===== src/logic/spch_pkg.sv =====
package spch_pkg;
   // clock and timing
   localparam int CLK_HZ = 10_000_000;
   localparam int CLK_PERIOD_NS = 100;
   localparam int MS_NS = 1_000_000;
   localparam int CYC_PER_MS = (MS_NS + CLK_PERIOD_NS - 1) / CLK_PERIOD_NS;

   // configuration register word addresses
   localparam logic [15:0] OFS_PORT_ENABLE = 16'h1194;
   localparam logic [15:0] OFS_LINE_RATE = 16'h1195;
   localparam logic [15:0] OFS_PARITY_SELECT = 16'h1196;
   localparam logic [15:0] OFS_CHAR_LENGTH = 16'h1197;
   localparam logic [15:0] OFS_STOP_BIT_COUNT = 16'h1198;
   localparam logic [15:0] OFS_RTS_ON_DELAY = 16'h119A;
   localparam logic [15:0] OFS_RTS_OFF_DELAY = 16'h119B;
   localparam logic [15:0] OFS_CTS_ENABLE = 16'h119C;

   // reset values
   localparam logic [15:0] RST_PORT_ENABLE = 16'h0000;
   localparam logic [15:0] RST_LINE_RATE = 16'h2580;
   localparam logic [15:0] RST_PARITY_SELECT = 16'h0000;
   localparam logic [15:0] RST_CHAR_LENGTH = 16'h0008;
   localparam logic [15:0] RST_STOP_BIT_COUNT = 16'h0001;
   localparam logic [15:0] RST_RTS_DELAY = 16'h0000;
   localparam logic [15:0] RST_CTS_ENABLE = 16'h0000;

   // field codes
   localparam logic [15:0] PORT_ON_CODE = 16'h0001;
   localparam logic [1:0] PAR_NONE = 2'h0;
   localparam logic [1:0] PAR_ODD = 2'h1;
   localparam logic [1:0] PAR_EVEN = 2'h2;
   localparam logic [15:0] TWO_STOP_CODE = 16'h0002;
   localparam logic [3:0] BITS_MIN = 4'h5;
   localparam logic [3:0] BITS_MAX = 4'h8;

   // decoded active configuration
   typedef struct packed {
      logic en;
      logic [15:0] div;
      logic [1:0] par;
      logic [3:0] bits;
      logic two_stop;
      logic [15:0] on_ms;
      logic [15:0] off_ms;
      logic cts_en;
   } spch_cfg_type;

   // clock cycles per bit for a literal rate value, 115 meaning 115200
   function automatic logic [15:0] spch_bit_div(input logic [15:0] rate);
      case (rate)
         16'd300: spch_bit_div = 16'(CLK_HZ / 300);
         16'd600: spch_bit_div = 16'(CLK_HZ / 600);
         16'd1200: spch_bit_div = 16'(CLK_HZ / 1200);
         16'd2400: spch_bit_div = 16'(CLK_HZ / 2400);
         16'd4800: spch_bit_div = 16'(CLK_HZ / 4800);
         16'd19200: spch_bit_div = 16'(CLK_HZ / 19200);
         16'd38400: spch_bit_div = 16'(CLK_HZ / 38400);
         16'd57600: spch_bit_div = 16'(CLK_HZ / 57600);
         16'd115: spch_bit_div = 16'(CLK_HZ / 115200);
         default: spch_bit_div = 16'(CLK_HZ / 9600);
      endcase
   endfunction

   // parity over the configured data bits only
   function automatic logic spch_parity(input logic [7:0] data, input logic [3:0] bits,
                                        input logic [1:0] par);
      logic [7:0] mask;
      mask = 8'hFF >> (4'h8 - bits);
      spch_parity = (^(data & mask)) ^ (par == PAR_ODD);
   endfunction
endpackage


===== src/logic/spch_rx.sv =====
`timescale 1ns/1ps
module spch_rx
   import spch_pkg::*;
(
   input wire logic clk_sys, // system clock
   input wire logic reset, // synchronous reset
   input spch_pkg::spch_cfg_type cfg, // active configuration
   input wire logic port_on, // port operating
   input wire logic rxd, // serial receive line
   output logic rx_valid, // one-cycle character strobe
   output logic [7:0] rx_data, // received character
   output logic rx_parity_err, // parity mismatch with rx_valid
   output logic rx_frame_err // missing stop bit with rx_valid
);
   import spch_pkg::*;

   typedef enum logic [2:0] {
      RX_IDLE = 3'b000,
      RX_START = 3'b001,
      RX_DATA = 3'b010,
      RX_PAR = 3'b011,
      RX_STOP = 3'b100
   } spch_rx_state_type;

   spch_rx_state_type state;
   logic [15:0] tmr;
   logic [3:0] idx;
   logic [7:0] shreg;
   logic par_bad;

   ////////////////////////////////////////////////////////////////////////
   // receive sequencer, each bit sampled at its middle
   always_ff @(posedge clk_sys) begin
      rx_valid <= 1'b0;
      if (reset || !port_on) begin
         state <= RX_IDLE;
         tmr <= 16'h0000;
         idx <= 4'h0;
         shreg <= 8'h00;
         par_bad <= 1'b0;
         rx_data <= 8'h00;
         rx_parity_err <= 1'b0;
         rx_frame_err <= 1'b0;
      end else if (state == RX_IDLE) begin
         if (!rxd) begin
            state <= RX_START;
            tmr <= cfg.div >> 1;
         end
      end else if (tmr != 16'h0000) begin
         tmr <= tmr - 16'h0001;
      end else begin
         tmr <= cfg.div - 16'h0001;
         case (state)
            RX_START: begin
               idx <= 4'h0;
               shreg <= 8'h00;
               state <= rxd ? RX_IDLE : RX_DATA;
            end
            RX_DATA: begin
               shreg[idx[2:0]] <= rxd;
               idx <= idx + 4'h1;
               if (idx == cfg.bits - 4'h1) begin
                  state <= (cfg.par == PAR_NONE) ? RX_STOP : RX_PAR;
               end
            end
            RX_PAR: begin
               par_bad <= rxd != spch_parity(shreg, cfg.bits, cfg.par);
               state <= RX_STOP;
            end
            RX_STOP: begin
               rx_valid <= 1'b1;
               rx_data <= shreg;
               rx_parity_err <= (cfg.par != PAR_NONE) && par_bad;
               rx_frame_err <= !rxd;
               par_bad <= 1'b0;
               state <= RX_IDLE;
            end
            default: state <= RX_IDLE;
         endcase
      end
   end

   a_rx_port_off: assert property (@(posedge clk_sys) disable iff (reset)
      !port_on |=> !rx_valid) else $error("character strobed while port off");
   a_rx_data_bits: assert property (@(posedge clk_sys) disable iff (reset)
      state == RX_DATA |-> idx < cfg.bits) else $error("too many data bits received");

endmodule // spch_rx


===== src/logic/spch_port.sv =====
`timescale 1ns/1ps
// How it works
// port runs only when enable holds one; otherwise idle and quiet.
// line rate is a literal bit-per-second value, 115 means the highest rate.
// characters carry no parity, odd parity or even parity as selected.
// five to eight data bits per character.
// one or two stop bits after every sent character.
// request-to-send and clear-to-send handshaking is optional.
// without a far-side handshake, wiring loops request-to-send back to clear-to-send.
// settings are loaded from the host at initialisation before serial operation.
// after raising request-to-send, wait the configured milliseconds before sending.
// after the last byte, hold request-to-send the configured milliseconds, then drop.
// clear-to-send ignored when gating is off; otherwise send only while high.
// parity covers configured data bits only, follows last data bit, checked on receive.
module spch_port
   import spch_pkg::*;
#(
   parameter int CYC_PER_MS_P = CYC_PER_MS // cycles per millisecond
) (
   input wire logic clk_sys, // system clock
   input wire logic reset, // synchronous reset
   input wire logic cfg_wr, // configuration write strobe
   input wire logic [15:0] cfg_addr, // configuration word address
   input wire logic [15:0] cfg_wdata, // configuration write data
   output logic [15:0] cfg_rdata, // readback of cfg_addr, one cycle later
   input wire logic cfg_init, // initialise: make settings active
   output logic port_active, // port loaded and enabled
   input wire logic tx_valid, // character offered
   input wire logic [7:0] tx_data, // character to send
   output logic tx_ready, // character taken this cycle
   output logic rx_valid, // character received strobe
   output logic [7:0] rx_data, // received character
   output logic rx_parity_err, // received parity error
   output logic rx_frame_err, // received framing error
   output logic txd, // serial transmit line
   input wire logic rxd, // serial receive line
   output logic rts, // request to send, high active
   input wire logic cts // clear to send, high active
);
   import spch_pkg::*;

   typedef enum logic [2:0] {
      TX_IDLE = 3'b000,
      TX_LEAD = 3'b001,
      TX_CTS = 3'b010,
      TX_START = 3'b011,
      TX_DATA = 3'b100,
      TX_PAR = 3'b101,
      TX_STOP = 3'b110,
      TX_TAIL = 3'b111
   } spch_tx_state_type;

   logic [15:0] port_enable;
   logic [15:0] line_rate;
   logic [15:0] parity_select;
   logic [15:0] char_length;
   logic [15:0] stop_bit_count;
   logic [15:0] rts_on_delay;
   logic [15:0] rts_off_delay;
   logic [15:0] cts_enable;
   spch_cfg_type act;
   logic loaded;
   logic port_on;
   spch_tx_state_type state, next_state;
   logic [31:0] ms_cyc;
   logic [15:0] ms_cnt;
   logic [15:0] bit_tmr;
   logic bit_done;
   logic [3:0] bit_idx;
   logic [7:0] tx_char;
   logic [7:0] shreg, next_shreg;
   logic cts_ok;

   ////////////////////////////////////////////////////////////////////////
   // configuration registers written by the host
   always_ff @(posedge clk_sys) begin
      if (reset) begin
         port_enable <= RST_PORT_ENABLE;
         line_rate <= RST_LINE_RATE;
         parity_select <= RST_PARITY_SELECT;
         char_length <= RST_CHAR_LENGTH;
         stop_bit_count <= RST_STOP_BIT_COUNT;
         rts_on_delay <= RST_RTS_DELAY;
         rts_off_delay <= RST_RTS_DELAY;
         cts_enable <= RST_CTS_ENABLE;
      end else if (cfg_wr) begin
         case (cfg_addr)
            OFS_PORT_ENABLE: port_enable <= cfg_wdata;
            OFS_LINE_RATE: line_rate <= cfg_wdata;
            OFS_PARITY_SELECT: parity_select <= cfg_wdata;
            OFS_CHAR_LENGTH: char_length <= cfg_wdata;
            OFS_STOP_BIT_COUNT: stop_bit_count <= cfg_wdata;
            OFS_RTS_ON_DELAY: rts_on_delay <= cfg_wdata;
            OFS_RTS_OFF_DELAY: rts_off_delay <= cfg_wdata;
            OFS_CTS_ENABLE: cts_enable <= cfg_wdata;
            default: ;
         endcase
      end
   end

   // readback, unmapped addresses read zero
   always_ff @(posedge clk_sys) begin
      if (reset) begin
         cfg_rdata <= 16'h0000;
      end else begin
         case (cfg_addr)
            OFS_PORT_ENABLE: cfg_rdata <= port_enable;
            OFS_LINE_RATE: cfg_rdata <= line_rate;
            OFS_PARITY_SELECT: cfg_rdata <= parity_select;
            OFS_CHAR_LENGTH: cfg_rdata <= char_length;
            OFS_STOP_BIT_COUNT: cfg_rdata <= stop_bit_count;
            OFS_RTS_ON_DELAY: cfg_rdata <= rts_on_delay;
            OFS_RTS_OFF_DELAY: cfg_rdata <= rts_off_delay;
            OFS_CTS_ENABLE: cfg_rdata <= cts_enable;
            default: cfg_rdata <= 16'h0000;
         endcase
      end
   end

   ////////////////////////////////////////////////////////////////////////
   // active settings taken only at initialisation
   always_ff @(posedge clk_sys) begin
      if (reset) begin
         act <= '0;
         loaded <= 1'b0;
      end else if (cfg_init) begin
         loaded <= 1'b1;
         act.en <= port_enable == PORT_ON_CODE;
         act.div <= spch_bit_div(line_rate);
         act.par <= (parity_select[1:0] == PAR_ODD || parity_select[1:0] == PAR_EVEN) ?
                    parity_select[1:0] : PAR_NONE;
         act.bits <= (char_length < 16'(BITS_MIN) || char_length > 16'(BITS_MAX)) ?
                     BITS_MAX : char_length[3:0];
         act.two_stop <= stop_bit_count == TWO_STOP_CODE;
         act.on_ms <= rts_on_delay;
         act.off_ms <= rts_off_delay;
         act.cts_en <= cts_enable != 16'h0000;
      end
   end

   assign port_on = loaded && act.en;
   assign port_active = port_on;
   assign cts_ok = !act.cts_en || cts;
   assign tx_ready = port_on && state == TX_CTS && cts_ok;
   assign bit_done = bit_tmr == 16'h0000;

   ////////////////////////////////////////////////////////////////////////
   // transmit sequencer
   always_comb begin
      next_state = state;
      case (state)
         TX_IDLE: if (tx_valid) next_state = TX_LEAD;
         TX_LEAD: if (ms_cnt == act.on_ms) next_state = TX_CTS;
         TX_CTS: begin
            if (tx_valid && cts_ok) next_state = TX_START;
            else if (!tx_valid) next_state = TX_TAIL;
         end
         TX_START: if (bit_done) next_state = TX_DATA;
         TX_DATA: begin
            if (bit_done && bit_idx == act.bits - 4'h1) begin
               next_state = (act.par == PAR_NONE) ? TX_STOP : TX_PAR;
            end
         end
         TX_PAR: if (bit_done) next_state = TX_STOP;
         TX_STOP: begin
            if (bit_done && (!act.two_stop || bit_idx == 4'h1)) next_state = TX_TAIL;
         end
         TX_TAIL: begin
            if (tx_valid) next_state = TX_CTS;
            else if (ms_cnt == act.off_ms) next_state = TX_IDLE;
         end
         default: next_state = TX_IDLE;
      endcase
      if (!port_on) next_state = TX_IDLE;
   end

   always_ff @(posedge clk_sys) begin
      if (reset) state <= TX_IDLE;
      else state <= next_state;
   end

   // millisecond timer, restarted on every state change
   always_ff @(posedge clk_sys) begin
      if (reset || next_state != state) begin
         ms_cyc <= 32'h00000000;
         ms_cnt <= 16'h0000;
      end else if (ms_cyc == 32'(CYC_PER_MS_P - 1)) begin
         ms_cyc <= 32'h00000000;
         if (ms_cnt != 16'hFFFF) ms_cnt <= ms_cnt + 16'h0001;
      end else begin
         ms_cyc <= ms_cyc + 32'h00000001;
      end
   end

   // bit timer and bit index
   always_ff @(posedge clk_sys) begin
      if (reset) begin
         bit_tmr <= 16'h0000;
         bit_idx <= 4'h0;
      end else if (next_state != state) begin
         bit_tmr <= act.div - 16'h0001;
         bit_idx <= 4'h0;
      end else if (state == TX_IDLE) begin
         bit_tmr <= 16'h0000; // parked, so a newly loaded rate never meets a stale count
         bit_idx <= 4'h0;
      end else if (bit_done) begin
         bit_tmr <= act.div - 16'h0001;
         bit_idx <= bit_idx + 4'h1;
      end else begin
         bit_tmr <= bit_tmr - 16'h0001;
      end
   end

   // character shift register, lsb first
   always_comb begin
      next_shreg = shreg;
      if (tx_ready && tx_valid) next_shreg = tx_data;
      else if (state == TX_DATA && bit_done) next_shreg = {1'b0, shreg[7:1]};
   end

   always_ff @(posedge clk_sys) begin
      if (reset) begin
         shreg <= 8'h00;
         tx_char <= 8'h00;
      end else begin
         shreg <= next_shreg;
         if (tx_ready && tx_valid) tx_char <= tx_data;
      end
   end

   // line and request-to-send drivers
   always_ff @(posedge clk_sys) begin
      if (reset) begin
         txd <= 1'b1;
         rts <= 1'b0;
      end else begin
         rts <= next_state != TX_IDLE;
         case (next_state)
            TX_START: txd <= 1'b0;
            TX_DATA: txd <= next_shreg[0];
            TX_PAR: txd <= spch_parity(tx_char, act.bits, act.par);
            default: txd <= 1'b1;
         endcase
      end
   end

   spch_rx spch_rx_i (
      .clk_sys(clk_sys),
      .reset(reset),
      .cfg(act),
      .port_on(port_on),
      .rxd(rxd),
      .rx_valid(rx_valid),
      .rx_data(rx_data),
      .rx_parity_err(rx_parity_err),
      .rx_frame_err(rx_frame_err)
   );

   ////////////////////////////////////////////////////////////////////////
   // checks
   a_port_off_quiet: assert property (@(posedge clk_sys) disable iff (reset)
      !port_on |=> txd && !rts) else $error("port off but line active");
   a_rate_divider: assert property (@(posedge clk_sys) disable iff (reset)
      port_on |-> bit_tmr < act.div) else $error("bit timer beyond rate divisor");
   a_parity_bit: assert property (@(posedge clk_sys) disable iff (reset)
      state == TX_PAR |-> act.par != PAR_NONE && txd == spch_parity(tx_char, act.bits,
      act.par)) else $error("wrong parity bit");
   a_data_count: assert property (@(posedge clk_sys) disable iff (reset)
      state == TX_DATA |-> bit_idx < act.bits) else $error("too many data bits sent");
   a_stop_level: assert property (@(posedge clk_sys) disable iff (reset)
      state == TX_STOP |-> txd && rts) else $error("stop bit not high");
   a_cfg_stable: assert property (@(posedge clk_sys) disable iff (reset)
      !cfg_init |=> $stable(act)) else $error("settings changed without init");
   a_rts_lead: assert property (@(posedge clk_sys) disable iff (reset)
      state == TX_LEAD && next_state == TX_CTS |-> rts && ms_cnt >= act.on_ms)
      else $error("sent before lead delay");
   a_rts_release: assert property (@(posedge clk_sys) disable iff (reset)
      $fell(rts) && $past(port_on) |-> $past(state) == TX_TAIL)
      else $error("request-to-send dropped outside tail");
   a_cts_gate: assert property (@(posedge clk_sys) disable iff (reset)
      tx_ready |-> cts || !act.cts_en) else $error("sent without clear-to-send");

endmodule // spch_port


===== config.mk =====
export PLATFORM = sky130hd
export DESIGN_NAME = spch_port
export DESIGN_NICKNAME = d
export VERILOG_FILES = /design/src/logic/spch_pkg.sv /design/src/logic/spch_rx.sv /design/src/logic/spch_port.sv
export SDC_FILE = /design/constraint.sdc
export NUM_CORES = 1
export LEC_CHECK = 0
export BUFFER_PORTS_ARGS = -buffer_cell sky130_fd_sc_hd__buf_4
export CAP_MARGIN = 20
export CORE_MARGIN = 2
export CORE_UTILIZATION = 30
export DETAILED_ROUTE_END_ITERATION = 10
export HOLD_SLACK_MARGIN = 0.08
export PLACE_DENSITY_LB_ADDON = 0.05
export SETUP_SLACK_MARGIN = 0.2
export SLEW_MARGIN = 20
export SYNTH_ARGS = -nofsm -noshare
export SYNTH_HDL_FRONTEND = slang
export SYNTH_SLANG_ARGS = --single-unit

===== constraint.sdc =====
create_clock -name clk_sys -period 3.4 [get_ports clk_sys]
set_clock_uncertainty 0.1 [all_clocks]
set_input_delay 0.34 -clock clk_sys [delete_from_list [all_inputs] [get_ports clk_sys]]
set_output_delay 0.34 -clock clk_sys [all_outputs]
set_load 0.05 [all_outputs]

# Word-level counts from Yosys, hierarchy flattened
# Cells that the tools add are included.
# classes
n_reduce_logical	49
order_cmp	4
n_eq_ne	48
n_bitwise	6
n_addsub	9
shifts	1
mux	40
# ops
cell	n
$eq A16 B13 Y1 const B	9
$pmux W16 S9	1
$pmux W16 S8	1
$mux W16	6
$mux W3	16
$sub A16 B1 Y16 const B	3
$add A32 B1 Y32 const B	1
$eq A16 B16 Y1	2
$eq A16 B16 Y1 const B	2
$eq A32 B14 Y1 const B	1
$reduce_bool A16 Y1	2
$pmux W3 S8	1
$eq A3 B3 Y1 const B	7
$reduce_and A2 Y1	9
$add A16 B1 Y16 const B	1
$and A8 B8 Y8	2
$eq A16 B1 Y1 const B	1
$eq A16 B10 Y1 const B	1
$eq A16 B11 Y1 const B	1
$eq A16 B12 Y1 const B	1
$eq A16 B15 Y1 const B	1
$eq A16 B2 Y1 const B	1
$eq A16 B7 Y1 const B	1
$eq A16 B9 Y1 const B	1
45 further kinds	85
# word_totals
output_inout_bits	31
word_cells	194
register_bits	334
inputBits	47

# Depth between registers and ports, before layout
# Gate-level depths: netlist of the first run.
# logic_depth
depth_word	9
ltp_mapped	15
depth_no_buf	12

# Cells and area by module
# A second synthesis of the first run with hierarchy kept.
# unflattened
hier_cells	2014
hier_area_um2	16442.0
# modules_own_cells
mod	cells_each	seq_area_each_um2	n_inst	area_each_um2
spch_port	1646	5825.6	1	13586.8
spch_rx	368	860.8	1	2855.2

# Least setup slack after synthesis of the first run
# No wires, ideal clock.
# synth_timing
kind	register to register
from	reg state[1]
to	reg txd
t_required_ps	3226
arrival_ps	3535
setup_ps	74
period_less_slack_ps	3709
n_path_buf	2
slack_ps	-309
path_stages_with_launch	11
cell_sequence	dfxtp_1 buf_1 nand2b_1 nor4_1 and2_1 clkbuf_1 nand2_1 o21ai_0 nor2_1 a41o_1 a31oi_1
# synth_via
elab_chain_cells	6
elab_cells_between_ends	30
classes_between	eq/ne (10); mux (15); reduce/logical (5)
# synth_lines
element	line	text
from (decl)	spch_port.sv:64	spch_tx_state_type state, next_state;
from (signal assigned)	spch_port.sv:179	else state <= next_state;
$eq A3 B2 Y1	spch_port.sv:144	assign tx_ready = port_on && state == TX_CTS && cts_ok;
$logic_and A1 B1 Y1 (2 in a row)	spch_port.sv:144	
named net tx_ready	spch_port.sv:30	output logic tx_ready,
$logic_and A1 B1 Y1	spch_port.sv:217	if (tx_ready && tx_valid) next_shreg = tx_data;
$mux W8	spch_port.sv:217	
$pmux W1 S3	spch_port.sv:238	case (next_state)
to (signal assigned)	spch_port.sv:240	TX_DATA: txd <= next_shreg[0];
to (signal assigned)	spch_port.sv:241	TX_PAR: txd <= spch_parity(tx_char, act.bits, act.par);
to (decl)	spch_port.sv:35	output logic txd,
# The timed path passes the listed nets, and every way through them passes these cells. The select of a mux whose other input is x is not followed.
# A chain may end at the register's enable or synchronous reset.

# Worst setup path in the final report of the first run
# layout_timing
from	reg bit_tmr[3]
to	reg bit_tmr[1]
# layout_via
elab_chain_cells	7
elab_cells_between_ends	13
classes_between	eq/ne (1); mux (9); reduce/logical (3)
# layout_lines
element	line	text
from (decl)	spch_port.sv:67	logic [15:0] bit_tmr;
from (signal assigned)	spch_port.sv:201	bit_tmr <= act.div - 16'h0001;
from (signal assigned)	spch_port.sv:207	bit_tmr <= act.div - 16'h0001;
from (signal assigned)	spch_port.sv:210	bit_tmr <= bit_tmr - 16'h0001;
$logic_not A16 Y1 (*)	spch_port.sv:145	assign bit_done = bit_tmr == 16'h0000;
$logic_and A1 B1 Y1, on equally long branches	spch_port.sv:166, spch_port.sv:160	
$mux W3, on equally long branches	spch_port.sv:166, spch_port.sv:160	
$pmux W3 S8	spch_port.sv:151	case (state)
$mux W3	spch_port.sv:174	if (!port_on) next_state = TX_IDLE;
$ne A3 B3 Y1	spch_port.sv:200	end else if (next_state != state) begin
$mux W16 (*)	spch_port.sv:200	
# Every way passes the cells marked *; elsewhere a longest branch is shown, timed or not.

==> metrics.csv, run 1 <==
metric,value,unit
status,finished clean,
switching_share,23.13,%
drc,0,
gp_congestion,0.8349,
grt_antenna_before_repair,0,
finalCritPeriodShare,89.54,%
clock_latency,0.59,ns
die_w,236.2,um
portBuffers,77,
coreArea,53600,um2
via_per_inst,5.074,
hold_depth,3,
die_y,236.2,um
cts_root_buf,clkbuf_16,
yosys_warnings,0,
period_needed,3.045,ns
syn_inst,2022,
io_pins,78,
wl_per_cell,19.17,um
min_path_type,input port to flop,
crit_path_top_delay_cell,or4_1,
critical_path.cell_chain,or4_1 -> or4_1 -> nor3_4 -> nand4b_1 -> nand2_1 -> a221oi_4 -> buf_4 -> a31o_2 -> o32ai_1,
num_vias,14211,
grt_pass1_vias,13682,
place.detailed.hpwl,37.86,mm
syn_to_final_growth,18.27,%
path_clk_slew,0.06,ns
avgSynthCellArea,7.996,um2
p_leak,6.854,nW
rsz0062_at_grt,true,
clock_path_buffers,3,
worst_slew_pin_slew,0.8551,ns
synth_cell_types,78,
setup_viol,0,
cts_tree,done,
hold_viol,0,
std_cell_rows,85,
syn_area,16170,um2
path_common_cell,or4_1,
cp_slowest_stage_delay,0.55,ns
htreeDepth,2,
reg2reg_depth,9,
synthArstFlopShare,0,%
critPathRequiredTime,3.76,ns
antenna_cells,0,
clockPowerShare,51.6,%
p_sw,2.058,mW
gr-usage-all-layers,19.09,%
place_area,17400,um2
cp_data_arrival_time,3.41,ns
synth_seq_cells,334,
ys_seq_area_share,41.36,%
p_int,6.840,mW
relSlewSlack,42.56,%
nets,2135,
crit_path_end_kind,flop,
initial_core_util,30.16,%
final_common_cell,nand2_1,
fin_tns_setup,0,ns
path_max_fanout,10,
fillerInstances,5607,
grt_max_degree,151,
mostFrequentLayoutCells,"nand2_1 (369), dfxtp_1 (334), nor2_1 (235), a21oi_1 (197), buf_4 (124)",
stdcell_area,19120,um2
ir_drop,0.3428,mV
firstDrtPassIters,8,
drive_gt1_share,11.07,%
drtIter0Drc,1085,
wl,53.68,mm
crit_type,flop to flop,
dieArea,55770,um2
combPwrFrac,4.1,%
grt-ovfl-total,0,
cts_num_sinks,334,
cap_violations,0,
p_seq_share,44.3,%
powerDensity,465.3,nW/um2
ant_nets,0,
syn-num-nets,2081,
synth_edf_count,0,
cts_buffers,43,
grt_pass1_wl,83.50,mm
max_freq,0.3285,GHz
maxSlewViolCount,0,
startpoint_type,flop,
ys.flop_type,dfxtp_1,
## layout make-up
type | count | area (um2) | area share (%)
Clock inverter | 11 | 145.1 | 0.7590
Tap cell | 696 | 870.8 | 4.554
Sequential cell | 334 | 6686 | 34.97
Timing Repair Buffer | 152 | 1234 | 6.452
Multi-Input combinational cell | 1505 | 8773 | 45.88
Clock buffer | 63 | 1262 | 6.602
Inverter | 40 | 150.1 | 0.7852
## flip-flops by register name (all words and copies together), names as in the netlist, 8 cells and up
register           count
line_rate             16
cfg_rdata             16
ms_cyc                32
ms_cnt                16
spch_rx_i.rx_data      8
stop_bit_count        16
char_length           16
bit_tmr               16
rts_on_delay          16
shreg                  8
rts_off_delay         16
spch_rx_i.shreg        8
spch_rx_i.tmr         16
cts_enable            16
act                   57
tx_char                8
parity_select         16
port_enable           16
## worst max-delay path, delay by kind of cell (launching register included)
family	cells	cell delay (ns)
and+or+nand+nor	5	1.71
buffers and inverters	1	0.19
DFF	1	0.38
AOI/OAI and AO/OA	3	0.56
## repair_timing
item                                   4_1_cts  5_1_grt
hold buffers                                24        0
endpoints found under the hold margin      143        0
setup endpoints to repair                    0       74
setup buffers                                0        3
resized for setup                            0       12
## per-layer routing
layer  GRT usage, %  up-vias  part of all wire, %
met2          31.38      256                   47
met3          3.136       87                  3.7
li1               -     7113                    -
met4          5.946        0                  2.8
met1          25.56     6755                   47
met5              0        -                    0
## path summary, 6_finish.rpt
| kind | end | startpoint | slack (ns) |
|---|---|---|---|
| setup reg to reg | bit_tmr[1] | bit_tmr[3] | 0.36 |
| hold / removal | port_enable[12] | cfg_wr | 0.12 |
| setup / recovery | bit_tmr[1] | bit_tmr[3] | 0.36 |
| hold reg to reg | spch_rx_i.rx_data[4] | spch_rx_i.rx_data[4] | 0.35 |
## stage by stage
step / setup slack, ns / utilization (%) / hold slack, ns / power (mW) / std cells
after floorplan: 0.3353 / - / 0.3262 / 4.232 / 2022
after global placement: 0.2391 / 32.45 / 0.3373 / 4.371 / 2700
after detailed placement: 0.2701 / 32.45 / 0.3464 / 4.369 / 2700
after CTS: 0.2331 / 35.53 / 0.08971 / 9.053 / 2798
after global routing: 0.1662 / 35.67 / 0.1178 / 9.223 / 2801
final: 0.3555 / 35.67 / 0.1186 / 8.898 / 2801
## power by group through the flow
stage          combinational, mW  clock [mW]  sequential [mW]
2_1_floorplan              0.213           0             4.02
3_3_place_gp               0.347           0             4.02
3_5_place_dp               0.344           0             4.02
4_1_cts                    0.368        4.75             3.94
5_1_grt                    0.390        4.89             3.94
6_report                   0.363        4.59             3.94
## cells in the mapped netlist (8+ instances only)
master / number / share of area [%]
nand2_1: 369 / 8.6
dfxtp_1: 334 / 41
nor2_1: 235 / 5.5
a21oi_1: 197 / 6.1
clkbuf_1: 106 / 2.5
xnor2_1: 75 / 4.1
mux2i_1: 68 / 4.2
xor2_1: 59 / 3.2
nand3_1: 58 / 1.8
o21ai_0: 49 / 1.5
nor3_1: 46 / 1.4
inv_1: 39 / 0.91
nor4_1: 32 / 1.2
nand4_1: 29 / 1.1
and3_1: 16 / 0.62
buf_4: 16 / 0.74
a22oi_1: 15 / 0.70
a211oi_1: 14 / 0.65
and2_1: 14 / 0.54
nor2b_1: 13 / 0.50
or4_1: 13 / 0.60
a31oi_1: 12 / 0.46
ha_1: 12 / 0.93
mux2_2: 12 / 0.84
nand2b_1: 12 / 0.46
buf_1: 11 / 0.26
nor4b_1: 11 / 0.60
a221oi_1: 10 / 0.54
o32ai_1: 10 / 0.54
nand3b_1: 9 / 0.42
o221ai_1: 9 / 0.49
or3_1: 9 / 0.35
a311oi_1: 8 / 0.43
buf_2: 8 / 0.25
nor4bb_1: 8 / 0.50
o31ai_1: 8 / 0.37
## kinds of logic after synthesis
family | after synthesis | share of synthesized area, %
compound gates | 377 | 14.64
xor+xnor | 134 | 7.259
fa+ha+maj | 12 | 0.9286
buf+inv | 183 | 4.775
flops | 334 | 41.36
mux | 80 | 5.046
simple gates | 902 | 25.99
Power figures use the tool's default switching activity.
==> run 2: changes to the inputs <==
CORE_ASPECT_RATIO = 0.9   (was not set)
==> metrics.csv, run 2 (synthesized netlist as in run 1, its figures left out) <==
metric,value,unit,change
io_pins,78,,unchanged
stdcell_area,19210,um2,+0.46%
wl_per_cell,19.23,um,+0.34%
portBuffers,77,,unchanged
hold_depth,3,,unchanged
mostFrequentLayoutCells,"nand2_1 (369), dfxtp_1 (334), nor2_1 (235), a21oi_1 (197), buf_4 (128)",,
ir_drop,0.2859,mV,-17%
hold_viol,0,,unchanged
via_per_inst,5.145,,+1.4%
maxSlewViolCount,0,,unchanged
num_vias,14436,,+1.6%
drc,2,,+2
cts_tree,done,,
cp_slowest_stage_delay,0.57,ns,+0.02 ns
final_common_cell,nand2_1,,
critPathRequiredTime,3.77,ns,about the same
place.detailed.hpwl,37.76,mm,-0.26%
gr-usage-all-layers,18.84,%,-0.24 points
fillerInstances,5543,,-1.1%
relSlewSlack,40.69,%,-1.9 points
reg_top3,"act x57, ms_cyc x32",,
startpoint_type,flop,,
cts_buffers,41,,-4.7%
p_leak,6.876,nW,+0.32%
coreArea,53150,um2,-0.84%
place_area,17380,um2,about the same
violations,design-rule violations,,
crit_start,bit_tmr[3],,
cp_top_family,simple AND/OR/NAND/NOR gates,,
drtIter0Drc,918,,-15%
std_cell_rows,80,,-5.9%
multi_input_area,8874,um2,+1.1%
status,finished with violations,,
grt_antenna_before_repair,0,,unchanged
finalCritPeriodShare,90.84,%,+1.3 points
worst_slew_pin_slew,0.8672,ns,+0.01215 ns
crit_path_top_delay_cell,or4_1,,
reg2reg_depth,8,,-1
clock_path_buffers,3,,unchanged
critical_path.cell_chain,or4_1 -> or4_1 -> or3_1 -> mux2i_1 -> o21ai_2 -> nor2_1 -> a41o_1 -> a31oi_1,,
grt_max_degree,166,,+9.9%
rsz0062_at_grt,false,,
gp_congestion,0.8263,,-1.0%
grt-ovfl-total,0,,unchanged
path_max_fanout,7,,-3
max_freq,0.3238,GHz,-1.4%
clock_latency,0.55,ns,-0.04 ns
crit_type,flop to flop,,
fin_tns_setup,0,ns,unchanged
wl,53.96,mm,+0.52%
drive_gt1_share,11.62,%,+0.55 points
path_common_cell,or4_1,,
worst-path-buf-inv,0,,-1
die_w,248.7,um,+5.3%
r2r-start,bit_tmr[3],,
largest_reg_flops,57,,unchanged
setup_viol,0,,unchanged
cts_num_sinks,334,,unchanged
ant_nets,0,,unchanged
syn_to_final_growth,18.81,%,
initial_core_util,30.42,%,+0.26 points
regMostFlops,act,,
min_path_type,input port to flop,,
grt_pass1_wl,82.34,mm,-1.4%
period_needed,3.089,ns,+0.04408 ns
cts_root_buf,clkbuf_16,,
cap_violations,0,,unchanged
crit_cells,8,,-1
grt_pass1_vias,13649,,-0.24%
dieArea,55770,um2,about the same
powerDensity,447.7,nW/um2,-3.8%
htreeDepth,2,,unchanged
firstDrtPassIters,8,,unchanged
die_y,224.2,um,-5.0%
nets,2142,,+0.33%
cp_data_arrival_time,3.46,ns,+0.05 ns
seq_area,6686,um2,unchanged
hold_start,cfg_init,,
crit_path_end_kind,flop,,
path_clk_slew,0.06,ns,about the same
antenna_cells,0,,unchanged
-- run 2: changes by cell type in the layout (fill, tap and decap cells not counted), moves of 2 or more --
cell,previous run,this run
o32ai_1,8,5
nand3_4,0,2
buf_4,124,128
o32ai_2,2,5
bufinv_16,3,1
clkbuf_8,9,12
nand3_1,58,56
-- run 2: worst paths after layout --
check	endpoint	slack, ns
worst max-delay path	txd	0.31
worst min-delay path	act[37]	0.16
worst max register to register	txd	0.31
worst min register to register	parity_select[2]	0.35
-- run 2: cell type report --
class / count / share of cell area, %
tap: 697 / 4.540
timing repair buffer: 160 / 6.995
inverter: 40 / 0.7816
multi-input combinational: 1506 / 46.19
clock buffer: 63 / 6.396
sequential: 334 / 34.81
clock inverter: 6 / 0.2866
-- run 2: per-layer routing --
metal | vias to the layer above | routed length [um] | track usage (%)
met5 | - | 0 | 0
met4 | 0 | 1090 | 5.142
met1 | 6930 | 27880 | 28.72
li1 | 7136 | - | -
met3 | 57 | 2778 | 3.055
met2 | 313 | 22220 | 27.07
-- run 2: metrics by stage --
step / utilization [%] / instances / total power, mW / setup slack [ns] / hold WS (ns)
global route: 36.14 / 2806 / 8.917 / 0.1958 / 0.1469
CTS: 35.63 / 2795 / 8.723 / 0.2025 / 0.1196
finish: 36.14 / 2806 / 8.600 / 0.3114 / 0.1611
detailed placement: 32.70 / 2699 / 4.369 / 0.1610 / 0.3450
floorplan: - / 2022 / 4.232 / 0.3353 / 0.3262
global placement: 32.70 / 2699 / 4.370 / 0.1502 / 0.3351
-- run 2: power breakdown --
part           switching (mW)  internal, mW
Sequential             0.0132          3.92
Combinational           0.246         0.138
Clock                    1.74          2.54
Total                    2.00          6.60
-- run 2: timing repair --
action / CTS / global route
pin swaps: 0 / 6
setup endpoints to repair: 31 / 83
gates resized for setup: 3 / 28
buffers inserted: 2 / 8
hold endpoints to repair: 154 / 0
cloned: 0 / 3
hold buffers: 25 / 0
-- run 2: worst min-delay path, stage by stage --
cell	delay [ns]
buf_4	0.22
nor2_1	0.14
nor3_1	0.05
